### config.mk
export PLATFORM = sky130hd
export DESIGN_NAME = psr_regulator
export DESIGN_NICKNAME = d
export VERILOG_FILES = /design/src/psr_pkg.sv /design/src/psr_regulator.sv /design/src/psr_div.sv
export SDC_FILE = /design/constraint.sdc
export NUM_CORES = 2
export LEC_CHECK = 0
export BUFFER_PORTS_ARGS = -buffer_cell sky130_fd_sc_hd__clkbuf_2
export CORE_MARGIN = 5
export CORE_UTILIZATION = 50
export DETAILED_ROUTE_END_ITERATION = 8
export PLACE_DENSITY = 0.75
export SLEW_MARGIN = 10
export SYNTH_ARGS = -nofsm -noshare
export SYNTH_HDL_FRONTEND = slang
export SYNTH_SLANG_ARGS = --single-unit
### constraint.sdc
create_clock -name mclk -period 18.1 [get_ports mclk]
set_input_delay 0.905 -clock mclk [delete_from_list [all_inputs] [get_ports mclk]]
set_output_delay 0.905 -clock mclk [all_outputs]
set_load 0.005 [all_outputs]
### src/psr_pkg.sv
// Constants for the PID speed regulator and its shared divider
//
// What this block does
// Mode 10/11 uses one deviation input, 10 reverse, 11 forward; 0 turns PID off.
// Mode 20/21 uses set point and process value, 20 reverse, 21 forward.
// Reverse action raises output for positive deviation, lowers it for negative.
// Forward action raises output for negative deviation, lowers it for positive.
// Proportional band 0.1 to 1000 %, smaller is stronger; 9999 removes it.
// Integral time 0.1 to 3600 s, shorter is faster; 9999 removes it.
// Derivative time 0.01 to 10 s, larger is stronger; 9999 removes it.
// Process value above upper limit raises upper flag; 9999 disables the check.
// Process value below lower limit raises lower flag; 9999 disables the check.
// Panel set point applies only in panel or combined operation modes.
// Modes 20/21 take set point from input 2, process value from input 4.
// In set point modes, input 1 is added to the input 2 set point.
// Modes 10/11 take deviation from input 1 and ignore inputs 2 and 4.
// While cancel input is high, PID stops and normal speed command runs.
// Any multi-speed or jog input stops PID and selects that operation.
// Operation mode 6 forbids PID regulation.
// Any PID mode enables input 4 without the current-input contact.
// Forward indicator is high only while run state shows forward.
// User calibrates process input end points to the set point speeds.
// Output is the sum of enabled P, I and D contributions.
// Fixed sample interval; I and D state clear whenever PID is not running.
package psr_pkg;
    localparam int DW = 16;
    // Register indices
    localparam logic [3:0] ADR_MODE = 4'h0;
    localparam logic [3:0] ADR_BAND = 4'h1;
    localparam logic [3:0] ADR_TI = 4'h2;
    localparam logic [3:0] ADR_TD = 4'h3;
    localparam logic [3:0] ADR_UPPER = 4'h4;
    localparam logic [3:0] ADR_LOWER = 4'h5;
    localparam logic [3:0] ADR_SETPT = 4'h6;
    localparam logic [3:0] ADR_OPMODE = 4'h7;
    localparam logic [3:0] ADR_STATUS = 4'h8;
    localparam logic [3:0] ADR_CMD = 4'h9;
    // Status bit positions
    localparam int BIT_UP = 0;
    localparam int BIT_LO = 1;
    localparam int BIT_PID = 2;
    localparam int BIT_FWD = 3;
    // Setting codes
    localparam logic [15:0] OFF_CODE = 16'h270f;
    localparam logic [15:0] MODE_NONE = 16'h0000;
    localparam logic [15:0] MODE_DEV_REV = 16'h000a;
    localparam logic [15:0] MODE_DEV_FWD = 16'h000b;
    localparam logic [15:0] MODE_SPV_REV = 16'h0014;
    localparam logic [15:0] MODE_SPV_FWD = 16'h0015;
    localparam logic [15:0] OPM_PANEL = 16'h0001;
    localparam logic [15:0] OPM_COMB_A = 16'h0003;
    localparam logic [15:0] OPM_COMB_B = 16'h0004;
    localparam logic [15:0] OPM_SWITCH = 16'h0006;
    localparam logic [1:0] RUN_FWD = 2'h1;
    // Reset values
    localparam logic [15:0] RST_MODE = 16'h0000;
    localparam logic [15:0] RST_BAND = 16'h03e8;
    localparam logic [15:0] RST_TI = 16'h000a;
    localparam logic [15:0] RST_TD = 16'h270f;
    localparam logic [15:0] RST_LIM = 16'h270f;
    localparam logic [15:0] RST_SETPT = 16'h0000;
    localparam logic [15:0] RST_OPM = 16'h0000;
    // Scaling: 10000 = 100.00 %, band in 0.1 %, limits in 0.1 %
    localparam logic [15:0] FULL_SCALE = 16'h2710;
    localparam logic [31:0] BAND_NUM = 32'h0000_03e8;
    localparam logic [3:0] LIM_MUL = 4'ha;
    localparam int ACC_LIM = 1 << 30;
    // Timing
    localparam int CLK_KHZ = 25000;
    localparam int SAMPLE_US = 1000;
    localparam int TI_UNIT_US = 100000;
    localparam int TD_UNIT_US = 10000;
    localparam int SAMPLE_CYC_DEF = SAMPLE_US * CLK_KHZ / 1000;
    localparam logic [15:0] TI_DIV = 16'(TI_UNIT_US / SAMPLE_US);
    localparam logic [15:0] TD_MUL = 16'(TD_UNIT_US / SAMPLE_US);
    // Types
    typedef enum logic [1:0] {SCH_PID, SCH_NORMAL, SCH_MULTI, SCH_JOG}
        psr_scheme_t;
    typedef enum logic [1:0] {ST_IDLE, ST_WAITP, ST_WAITI} psr_state_t;
endpackage : psr_pkg

### src/psr_regulator.sv
// PID speed regulator: register port, input scheme, loop and flags
//
// The address-and-strobe port and the address map are this design's own decisions.
`timescale 1ns/10ps
`default_nettype none
module psr_regulator
    import psr_pkg::*;
#(
    parameter int SAMPLE_CYC = SAMPLE_CYC_DEF
) (
    // Clock and reset
    input wire logic mclk,
    input wire logic rst_b,
    // Register port
    input wire logic [3:0] reg_addr,
    input wire logic [DW-1:0] reg_wdata,
    input wire logic reg_wr,
    input wire logic reg_rd,
    output logic [DW-1:0] reg_rdata,
    // Analog samples in 0.01 % units
    input wire logic [DW-1:0] ain1,
    input wire logic [DW-1:0] ain2,
    input wire logic [DW-1:0] ain4,
    // Contact inputs
    input wire logic pid_cancel_input,
    input wire logic speed_select_high,
    input wire logic speed_select_mid,
    input wire logic speed_select_low,
    input wire logic jog_input,
    input wire logic current_input_enable,
    input wire logic [1:0] run_state,
    // Drive outputs
    output logic [DW-1:0] speed_command,
    output logic [1:0] run_scheme,
    output logic ain4_enable,
    output logic upper_limit_flag,
    output logic lower_limit_flag,
    output logic forward_run_indicator
);
    localparam int SW = 3 * DW + 8;
    localparam int TW = $clog2(SAMPLE_CYC + 1);

    // Clamp a wide signed value onto the command range
    function automatic logic [15:0] sat_cmd(input logic signed [47:0] v);
        if (v < 0)
            return 16'h0000;
        if (v > 48'(FULL_SCALE))
            return FULL_SCALE;
        return v[15:0];
    endfunction : sat_cmd

    // Magnitude of a signed word
    function automatic logic [31:0] mag(input logic signed [31:0] v);
        return v[31] ? 32'(-v) : 32'(v);
    endfunction : mag

    ////////////////////////////////////////////////////////////////////////
    // Two-flop synchronisers for all pin inputs
    logic [SW-1:0] meta_q;
    logic [SW-1:0] sync_q;
    always_ff @(posedge mclk or negedge rst_b) begin
        if (!rst_b) begin
            meta_q <= '0;
            sync_q <= '0;
        end else begin
            meta_q <= {ain1, ain2, ain4, pid_cancel_input, speed_select_high,
                       speed_select_mid, speed_select_low, jog_input,
                       current_input_enable, run_state};
            sync_q <= meta_q;
        end
    end

    wire signed [DW-1:0] ain1_s = sync_q[SW-1 -: DW];
    wire [DW-1:0] ain2_s = sync_q[2*DW+7 -: DW];
    wire [DW-1:0] ain4_s = sync_q[DW+7 -: DW];
    wire cancel_s = sync_q[7];
    wire multi_s = |sync_q[6:4];
    wire jog_s = sync_q[3];
    wire cur_en_s = sync_q[2];
    wire [1:0] run_s = sync_q[1:0];

    ////////////////////////////////////////////////////////////////////////
    // Settings registers
    logic [15:0] mode_q, band_q, ti_q, td_q, upper_q, lower_q, setpt_q, opm_q;
    always_ff @(posedge mclk or negedge rst_b) begin
        if (!rst_b) begin
            mode_q <= RST_MODE;
            band_q <= RST_BAND;
            ti_q <= RST_TI;
            td_q <= RST_TD;
            upper_q <= RST_LIM;
            lower_q <= RST_LIM;
            setpt_q <= RST_SETPT;
            opm_q <= RST_OPM;
        end else if (reg_wr) begin
            case (reg_addr)
                ADR_MODE: mode_q <= reg_wdata;
                ADR_BAND: band_q <= reg_wdata;
                ADR_TI: ti_q <= reg_wdata;
                ADR_TD: td_q <= reg_wdata;
                ADR_UPPER: upper_q <= reg_wdata;
                ADR_LOWER: lower_q <= reg_wdata;
                ADR_SETPT: setpt_q <= reg_wdata;
                ADR_OPMODE: opm_q <= reg_wdata;
                default: ;
            endcase
        end
    end

    ////////////////////////////////////////////////////////////////////////
    // Scheme and mode decode
    wire dev_sel = mode_q == MODE_DEV_REV || mode_q == MODE_DEV_FWD;
    wire spv_sel = mode_q == MODE_SPV_REV || mode_q == MODE_SPV_FWD;
    wire pid_sel = dev_sel || spv_sel;  // see
    wire rev_sel = mode_q == MODE_DEV_REV || mode_q == MODE_SPV_REV;
    wire band_on = band_q != OFF_CODE && band_q != 16'h0000;
    wire ti_on = ti_q != OFF_CODE && ti_q != 16'h0000;
    wire td_on = td_q != OFF_CODE;
    wire panel_sp = opm_q == OPM_PANEL || opm_q == OPM_COMB_A ||
                    opm_q == OPM_COMB_B;
    wire pid_block = !pid_sel || opm_q == OPM_SWITCH || cancel_s;
    wire [1:0] scheme_d = jog_s ? SCH_JOG :
                          multi_s ? SCH_MULTI :
                          pid_block ? SCH_NORMAL : SCH_PID;  // see
    wire pid_run = run_scheme == SCH_PID;

    ////////////////////////////////////////////////////////////////////////
    // Deviation: set point plus input 1 minus input 4, or input 1 alone
    wire signed [18:0] sp_sum = $signed({3'b000, panel_sp ? setpt_q : ain2_s})
                                + 19'(ain1_s);  // see
    wire signed [18:0] dev_raw = spv_sel ? sp_sum - $signed({3'b000, ain4_s})
                                         : 19'(ain1_s);
    wire signed [18:0] err = rev_sel ? dev_raw : -dev_raw;  // see
    wire [15:0] normal_cmd = sat_cmd(48'(sp_sum));

    ////////////////////////////////////////////////////////////////////////
    // Sample tick
    logic [TW-1:0] tick_q;
    wire tick = tick_q == TW'(SAMPLE_CYC - 1);
    always_ff @(posedge mclk or negedge rst_b) begin
        if (!rst_b)
            tick_q <= '0;
        else
            tick_q <= tick ? '0 : tick_q + 1'b1;
    end

    ////////////////////////////////////////////////////////////////////////
    // Loop sequencer: P division, then I division, then sum
    psr_state_t st_q, st_d;
    logic div_busy;
    logic [31:0] quot;
    logic neg_q;
    logic signed [31:0] ge_q, gprev_q, acc_q;
    always_comb begin
        st_d = st_q;
        case (st_q)
            ST_IDLE: if (tick) st_d = ST_WAITP;
            ST_WAITP: if (!div_busy) st_d = ST_WAITI;
            ST_WAITI: if (!div_busy) st_d = ST_IDLE;
            default: st_d = ST_IDLE;
        endcase
        if (!pid_run)
            st_d = ST_IDLE;
    end

    // Scaled error and integral update
    wire [31:0] err_mag = mag(32'(err));
    wire signed [31:0] ge = neg_q ? -$signed(quot) : $signed(quot);
    wire signed [32:0] acc_sum = 33'(acc_q) + 33'(ge);
    wire signed [31:0] acc_nx = !ti_on ? 32'sd0 :
                                acc_sum > 33'(ACC_LIM) ? 32'(ACC_LIM) :
                                acc_sum < -33'(ACC_LIM) ? -32'(ACC_LIM) :
                                acc_sum[31:0];
    wire p_go = st_q == ST_IDLE && tick && pid_run;
    wire p_done = st_q == ST_WAITP && !div_busy && pid_run;
    wire i_done = st_q == ST_WAITI && !div_busy && pid_run;
    wire [31:0] div_dvd = p_go ? (band_on ? err_mag * BAND_NUM : err_mag)
                               : mag(acc_nx);
    wire [31:0] div_dvs = p_go ? (band_on ? 32'(band_q) : 32'd1) :
                          ti_on ? 32'(ti_q) * 32'(TI_DIV) : 32'd1;

    psr_div #(.W(32)) u_div (
        .mclk(mclk),
        .rst_b(rst_b),
        .start(p_go || p_done),
        .dividend(div_dvd),
        .divisor(div_dvs),
        .busy(div_busy),
        .quot(quot)
    );

    // Term sum: P on ge, I from accumulator, D on ge difference
    wire signed [31:0] i_term = !ti_on ? 32'sd0 :
                                acc_q[31] ? -$signed(quot) : $signed(quot);
    wire signed [47:0] d_term = !td_on ? 48'sd0 :
        48'(ge_q - gprev_q) * $signed({16'h0000, td_q}) *
        $signed({16'h0000, TD_MUL});
    wire signed [47:0] mv = (band_on ? 48'(ge_q) : 48'sd0) + 48'(i_term)
                            + d_term;

    // Loop state; cleared while PID is not running
    always_ff @(posedge mclk or negedge rst_b) begin
        if (!rst_b) begin
            st_q <= ST_IDLE;
            neg_q <= 1'b0;
            ge_q <= '0;
            gprev_q <= '0;
            acc_q <= '0;
        end else begin
            st_q <= st_d;
            if (!pid_run) begin
                ge_q <= '0;
                gprev_q <= '0;
                acc_q <= '0;
            end else if (p_go) begin
                neg_q <= err < 0;
            end else if (p_done) begin
                ge_q <= ge;
                acc_q <= acc_nx;
            end else if (i_done) begin
                gprev_q <= ge_q;
            end
        end
    end

    ////////////////////////////////////////////////////////////////////////
    // Limit flags, input 4 enable, indicator
    wire [19:0] pv20 = {4'h0, ain4_s};
    wire up_hit = pid_sel && upper_q != OFF_CODE &&
                  pv20 > 20'(upper_q) * 20'(LIM_MUL);
    wire lo_hit = pid_sel && lower_q != OFF_CODE &&
                  pv20 < 20'(lower_q) * 20'(LIM_MUL);
    wire [15:0] status = 16'({forward_run_indicator, pid_run,
                              lower_limit_flag, upper_limit_flag});
    wire [15:0] rd_mux = reg_addr == ADR_MODE ? mode_q :
                         reg_addr == ADR_BAND ? band_q :
                         reg_addr == ADR_TI ? ti_q :
                         reg_addr == ADR_TD ? td_q :
                         reg_addr == ADR_UPPER ? upper_q :
                         reg_addr == ADR_LOWER ? lower_q :
                         reg_addr == ADR_SETPT ? setpt_q :
                         reg_addr == ADR_OPMODE ? opm_q :
                         reg_addr == ADR_STATUS ? status :
                         reg_addr == ADR_CMD ? speed_command : 16'h0000;

    // Output registers
    always_ff @(posedge mclk or negedge rst_b) begin
        if (!rst_b) begin
            run_scheme <= SCH_NORMAL;
            speed_command <= 16'h0000;
            ain4_enable <= 1'b0;
            upper_limit_flag <= 1'b0;
            lower_limit_flag <= 1'b0;
            forward_run_indicator <= 1'b0;
            reg_rdata <= 16'h0000;
        end else begin
            run_scheme <= scheme_d;
            if (!pid_run)
                speed_command <= normal_cmd;
            else if (i_done)
                speed_command <= sat_cmd(mv);
            ain4_enable <= cur_en_s || pid_sel;
            upper_limit_flag <= up_hit;
            lower_limit_flag <= lo_hit;
            forward_run_indicator <= run_s == RUN_FWD;
            reg_rdata <= reg_rd ? rd_mux : 16'h0000;
        end
    end
endmodule : psr_regulator
`default_nettype wire

### src/psr_div.sv
// Iterative unsigned divider, one quotient bit per clock
`timescale 1ns/10ps
`default_nettype none
module psr_div #(
    parameter int W = 32
) (
    // Clock and reset
    input wire logic mclk,
    input wire logic rst_b,
    // Request
    input wire logic start,
    input wire logic [W-1:0] dividend,
    input wire logic [W-1:0] divisor,
    // Result
    output logic busy,
    output logic [W-1:0] quot
);
    localparam int CW = $clog2(W + 1);
    logic [W:0] rem_q;
    logic [W-1:0] quo_q;
    logic [W-1:0] dvs_q;
    logic [CW-1:0] cnt_q;
    wire [W:0] shifted = {rem_q[W-1:0], quo_q[W-1]};
    wire fits = shifted >= {1'b0, dvs_q};

    // Restoring shift-subtract step
    always_ff @(posedge mclk or negedge rst_b) begin
        if (!rst_b) begin
            rem_q <= '0;
            quo_q <= '0;
            dvs_q <= '0;
            cnt_q <= '0;
        end else if (start) begin
            rem_q <= '0;
            quo_q <= dividend;
            dvs_q <= divisor;
            cnt_q <= CW'(W);
        end else if (cnt_q != '0) begin
            rem_q <= fits ? shifted - {1'b0, dvs_q} : shifted;
            quo_q <= {quo_q[W-2:0], fits};
            cnt_q <= cnt_q - 1'b1;
        end
    end

    assign busy = cnt_q != '0;
    assign quot = quo_q;
endmodule : psr_div
`default_nettype wire

Yosys cells after proc, flatten, opt, wreduce, memory -nomap -nowiden. Cells that the tools add are included.

Register bits: 494. Bits in latches: 0. Memories kept: 0. Bits in writable memories: 0. Output and inout port bits: 38. Word-level logic and storage cells: 208. ROM bits: 0.

Bitwise logic cells: 0. $lt $le $gt $ge: 10. Multipliers: 6. Multiplexer cells: 75. Shift-type cells: 0. Add/sub/neg operators: 13. Equality and inequality tests: 33. Div/mod/pow operators: 0. Reduce and logical (&&, ||, !) cells: 44.

Operator list (number): 2-to-1 mux 32 bit (25); 2-to-1 mux 16 bit (23); greater-than comparator 48 x 14 -> 1 bit, second input constant (2); 2-to-1 mux 48 bit (2); inequality test 16 x 14 -> 1 bit, second input constant (5); negator 32 bit (2); adder 48 x 32 -> 48 bit (1); adder 48 bit (1); less-than comparator 48 x 1 -> 1 bit, second input constant (1); multiplier 33 x 17 -> 48 bit (1); multiplier 48 x 4 -> 47 bit, second input constant (1); 2-to-1 mux 23 bit (2); multiplier 16 x 3 -> 19 bit, second input constant (2); 2-to-1 mux 19 bit (2); adder 32 x 32 -> 33 bit (1); greater-or-equal comparator 33 x 32 -> 1 bit (1); greater-than comparator 33 x 32 -> 1 bit, second input constant (1); less-than comparator 33 x 31 -> 1 bit, second input constant (1); subtractor 32 x 32 -> 33 bit (1); == test 16 x 3 -> 1 bit, second input constant (2); == test 16 x 4 -> 1 bit, second input constant (2); == test 16 x 5 -> 1 bit, second input constant (2); multiplier 32 x 7 -> 29 bit, second input constant (1); negator 19 -> 32 bit (1); other kinds (39) (98).

Longest topological paths before layout.
Word-level depth: 16. Depth in mapped cells: 65.

Cells and area by module. Synthesis repeated with hierarchy kept, for this count alone.

Cells, all modules: 7166. Area total of the unflattened synthesis: 62357.3 sq um.

Modules (own cells, without submodules): psr_regulator (cells each 6433, area an instance 56036.2 sq um, instances 1, sequential area each 9850.7 sq um); psr_div (cells each 733, area an instance 6321.1 sq um, instances 1, sequential area each 2552.4 sq um).

Least setup slack after synthesis. OpenSTA, ideal clock, no wires.

Path type: register to register. Start: reg ge_q[0]. End: reg speed_command[11]. Data arrival time: 13237 ps. Buffers on the path: 2. Required time: 18017 ps. Stages on the path, launching flop included: 64. Path slack: 4779 ps. Library setup time: 83 ps. Path through: dfrtp_1 inv_1 ha_1 inv_1 fa_1 a211oi_1 o21ai_0 a31oi_1 a2111o_1 o311ai_1 a31oi_1 o21bai_1 a21o_1 a21o_1 a21o_1 a21oi_1 xnor2_1 clkbuf_1 (+28 left out) nand2_1 fa_1 inv_1 ha_1 clkbuf_1 a211oi_1 o211ai_1 nand3_1 a21oi_1 nor4_1 o2111ai_1 nor4_1 and4_1 nand4_1 nor2_1 nand3_1 nand4bb_2 o21ai_0.

Longest elaborated chain between the ends: 14. Elaborated cells on any way between the ends: 21. Classes of those cells: add/sub (3); mul (2); order compare (2); mux (14).

Ends and longest elaborated chain: from (decl) (line psr_regulator.sv:153) `logic signed [31:0] ge_q, gprev_q, acc_q;`; from (signal assigned) (line psr_regulator.sv:218) `ge_q <= ge;`; subtractor 32 x 32 -> 33 bit (line psr_regulator.sv:196) `48'(ge_q - gprev_q) * $signed({16'h0000, td_q}) *`; multiplier 33 x 17 -> 48 bit (line psr_regulator.sv:196); multiplier 48 x 4 -> 47 bit (line psr_regulator.sv:196); 2-to-1 mux 48 bit (line psr_regulator.sv:195) `wire signed [47:0] d_term = !td_on ? 48'sd0 :`; adder 48 bit * (line psr_regulator.sv:199) `+ d_term;`; greater-than comparator 48 x 14 -> 1 bit (line psr_regulator.sv:47) `if (v > 48'(FULL_SCALE))`; 2-to-1 mux 1 bit (2 in series) (line psr_regulator.sv:47); 2-to-1 mux 1 bit (line psr_regulator.sv:260) `else if (i_done)`; 2-to-1 mux 1 bit (line psr_regulator.sv:258) `if (!pid_run)`; 2-to-1 mux 16 bit (line psr_regulator.sv:49) `return v[15:0];`; 2-to-1 mux 16 bit * (line psr_regulator.sv:47); 2-to-1 mux 16 bit * (line psr_regulator.sv:260); 2-to-1 mux 16 bit * (line psr_regulator.sv:258); to (signal assigned) (line psr_regulator.sv:259) `speed_command <= normal_cmd;`; to (signal assigned) (line psr_regulator.sv:261) `speed_command <= sat_cmd(mv);`; to (decl) (line psr_regulator.sv:33) `output logic [DW-1:0] speed_command,`.

Every way passes the cells marked *; elsewhere a longest branch is shown, timed or not. The select of a mux whose other input is x is not followed. A chain may end at the register's enable or synchronous reset.

Worst setup path after layout.
Start: reg ge_q[1]. End: reg speed_command[2].

The elaborated chain is that of the path after synthesis.

==> metrics <==
final hold vios 0; post-synth cell types 104; Int Power 2.97 mW; beginning of the worst hold path meta_q[28]; drt pass-1 iters 9; layout cells sized above 1 0.0826; Setup crit start kind flip-flop; ys async rst share 1.00; Crit Path Max Fanout 16; Crit. End Element flip-flop; clock share of power 0.238; IO buf count 117; Tcrit/Tclk final 0.900; dpl ws 2.18 ns; cell area after synthesis 61,700 µm²; Worst-path clk slew 0.07 ns; setup_tns 0 ns; Reg power frac 0.262; wire length per cell 21.4 µm; initial antenna violation count 7; Clock Sinks 485; CP peak stage delay 0.64 ns; Die H 361 µm; row count 129; Total GRT Usage 0.282; Most Frequent Cell on Critical Path fa_1; Comb pwr share 0.500; CP max-delay cell o21ai_0; Starting Density 0.501; setup ws final 1.81 ns; worst slew pin tran 1.17 ns; Req. time, crit path 18.62 ns; violation count after the first detailed-route iteration 4,682; Final ANT Viol Nets 0; NetSw 2.16 mW; largest net degree at the start of global routing 152; Crit Path Class flip-flop to flip-flop; Leak 32.7 nW; Fill cells 11.0k; Worst Hold Class flip-flop to flip-flop; flop-to-flop setup slack 1.81 ns; Seq cells post-synth 485; hold buffer count at cts 0; DIE WIDTH 361 µm; status complete, no violations; Setup Viol. Count Final 0; FF-to-FF path depth 57; vias in the first global route 52.8k; Final min period 16.29 ns; hpwl dp 148,000 µm; fin. max-slew vios 0; Sw Ratio 0.420; H-tree depth 2; Die ar. 131,000 µm²; global-route wire length before repair 295,000 µm; f_max 0.0614 GHz; Synth Flop Type dfrtp_1; worst vdd ir 0.136 mV; CTS tree done; Max Cap Viol 0; worst rel slew slack 0.218; worst skew pair latency 0.66 ns; Post-CTS Setup Bufs 0; clock skew 0.0537 ns; DR DRC count 0; clock tree root buffer cell clkbuf_16; Crit Reg-Reg Endpoint speed_command[2]; Placeable Area 123,000 µm²; WHS Endpoint sync_q[28]; Synth Warn # 0; number of flops mapped to enable cells by yosys 0; Hold Path Depth 0; routability cong. 1.04; sequential-to-total area share from yosys stat 0.197; pwr dens 77.4 nW/µm²; # IOs 118; Max Buffers Root-to-Sink 3; Total Routed Length 186,000 µm; Syn Area/Cell 8.81 µm²; Inserted Clock Buffers 50; worst flop-to-flop path startpoint ge_q[1]; area delta synth->final 7.37%; cells after synthesis 7,008; # resized after CTS 0; vias 51.8k; Worst EP arrival 16.81 ns; total grt overflow 0; Final #Nets 8,316; drt via density 5.95; RSZ-0062 raised after global routing no
==> metal layers <==
metal  vias to the layer above  routed length (µm)  track usage
met3                       500               14700       0.0397
li1                      23500                   -            -
met2                      2194               85900        0.461
met1                     25600               74400        0.369
met4                         2               11300        0.143
met5                         -                  17            0
==> power groups by stage <==
stage	registers [mW]	clock network [mW]	logic [mW]
2_1_floorplan	1.26	0	1.89
3_3_place_gp	1.35	0	2.42
3_5_place_dp	1.35	0	2.49
4_1_cts	1.33	1.24	2.51
5_1_grt	1.35	1.28	2.86
6_report	1.34	1.22	2.57
==> kinds of logic after synthesis <==
family	synth area share
AO/OA/AOI/OAI	0.154
buffers and inverters	0.0801
XOR/XNOR	0.0567
AND/OR/NAND/NOR	0.159
other	0.000122
flip-flops	0.197
adder cells (fa/ha/maj)	0.322
multiplexers	0.0310
==> worst max-delay path: cells and delay by family, from the launching register on <==
family,cells,cell delay (ns)
flops,1,0.44
fa+ha+maj,11,4.77
xor+xnor,3,0.74
buf+inv,6,0.63
simple gates,16,3.57
compound gates,21,6.00
==> stage by stage <==
stage,hold slack (ns),util,instances,instance area [µm²],power (mW)
floorplan,0.331,-,7046,61900,3.15
global placement,0.331,0.522,8615,64300,3.77
detailed placement,0.335,0.522,8615,64300,3.84
CTS,0.331,0.538,8708,66300,5.08
global route,0.338,0.538,8709,66300,5.49
finish,0.343,0.538,8711,66300,5.13
==> registers in the layout, summed over array words and instances (netlist names), 6 cells and up <==
name           flops
mode_q            16
upper_q           16
acc_q             32
td_q              16
speed_command     16
u_div.rem_q       32
u_div.dvs_q       23
ti_q              16
reg_rdata         16
sync_q            56
ge_q              32
setpt_q           16
u_div.quot        32
opm_q             16
meta_q            56
u_div.cnt_q        6
lower_q           16
tick_q            15
band_q            16
gprev_q           32
==> cell type report <==
cell class	count	area, µm²	area share
Multi-Input combinational cell	5255	44900	0.678
Inverter	1029	3860	0.0583
Clock buffer	62	1380	0.0208
Clock inverter	31	599	0.00904
Tap cell	1637	2050	0.0309
Timing Repair Buffer	209	1300	0.0196
Antenna cell	3	7.51	0.000113
Sequential cell	485	12200	0.184
==> how the worst max path moves through the flow <==
stage	startpoint	to	slack [ns]
after floorplan	ge_q[0]	speed_command[11]	4.78
after global placement	ge_q[12]	speed_command[11]	2.37
after detailed placement	ge_q[1]	speed_command[6]	2.18
after CTS	ge_q[1]	speed_command[6]	2.11
after global routing	ge_q[0]	speed_command[6]	1.07
final	ge_q[1]	speed_command[2]	1.81
==> cells in the mapped netlist, types with 34 or more instances <==
| library cell | count | area share |
|---|---|---|
| inv_1 | 1029 | 0.063 |
| nand2_1 | 831 | 0.051 |
| fa_1 | 641 | 0.21 |
| ha_1 | 565 | 0.11 |
| dfrtp_1 | 452 | 0.18 |
| a21oi_1 | 320 | 0.026 |
| nor2_1 | 317 | 0.019 |
| o21ai_0 | 314 | 0.025 |
| and2_1 | 286 | 0.029 |
| xnor2_1 | 266 | 0.038 |
| clkbuf_1 | 248 | 0.015 |
| mux2_2 | 152 | 0.028 |
| a21o_1 | 140 | 0.017 |
| xor2_1 | 131 | 0.019 |
| nor3_1 | 97 | 0.0079 |
| nand3_1 | 80 | 0.0065 |
| a211oi_1 | 67 | 0.0081 |
| a31oi_1 | 63 | 0.0064 |
| nand2b_1 | 59 | 0.0060 |
| a22o_1 | 56 | 0.0079 |
| nor2b_1 | 56 | 0.0057 |
| o21a_1 | 49 | 0.0060 |
| or3_1 | 45 | 0.0046 |
| nand4_1 | 44 | 0.0045 |
| nor4_1 | 44 | 0.0045 |
| o211ai_1 | 35 | 0.0043 |
| o31ai_1 | 35 | 0.0043 |
| a222oi_1 | 34 | 0.0055 |
==> placed cells by master (no fill, tap or decap), drive strengths merged, types with 40 or more instances in the layout <==
cell type	n
a22o	56
dfrtp	452
conb	40
mux2	152
or3	46
xnor2	266
fa	641
nand2b	59
o21ai	320
inv	1032
nor2b	57
o21a	49
nand3	81
nor4	44
a31oi	63
buf	93
nand2	831
a211oi	69
and2	289
xor2	131
nand4	44
clkbuf	178
a21o	140
ha	565
nor3	97
a21oi	324
nor2	317
Note: power is estimated with default switching activity, not from simulation.
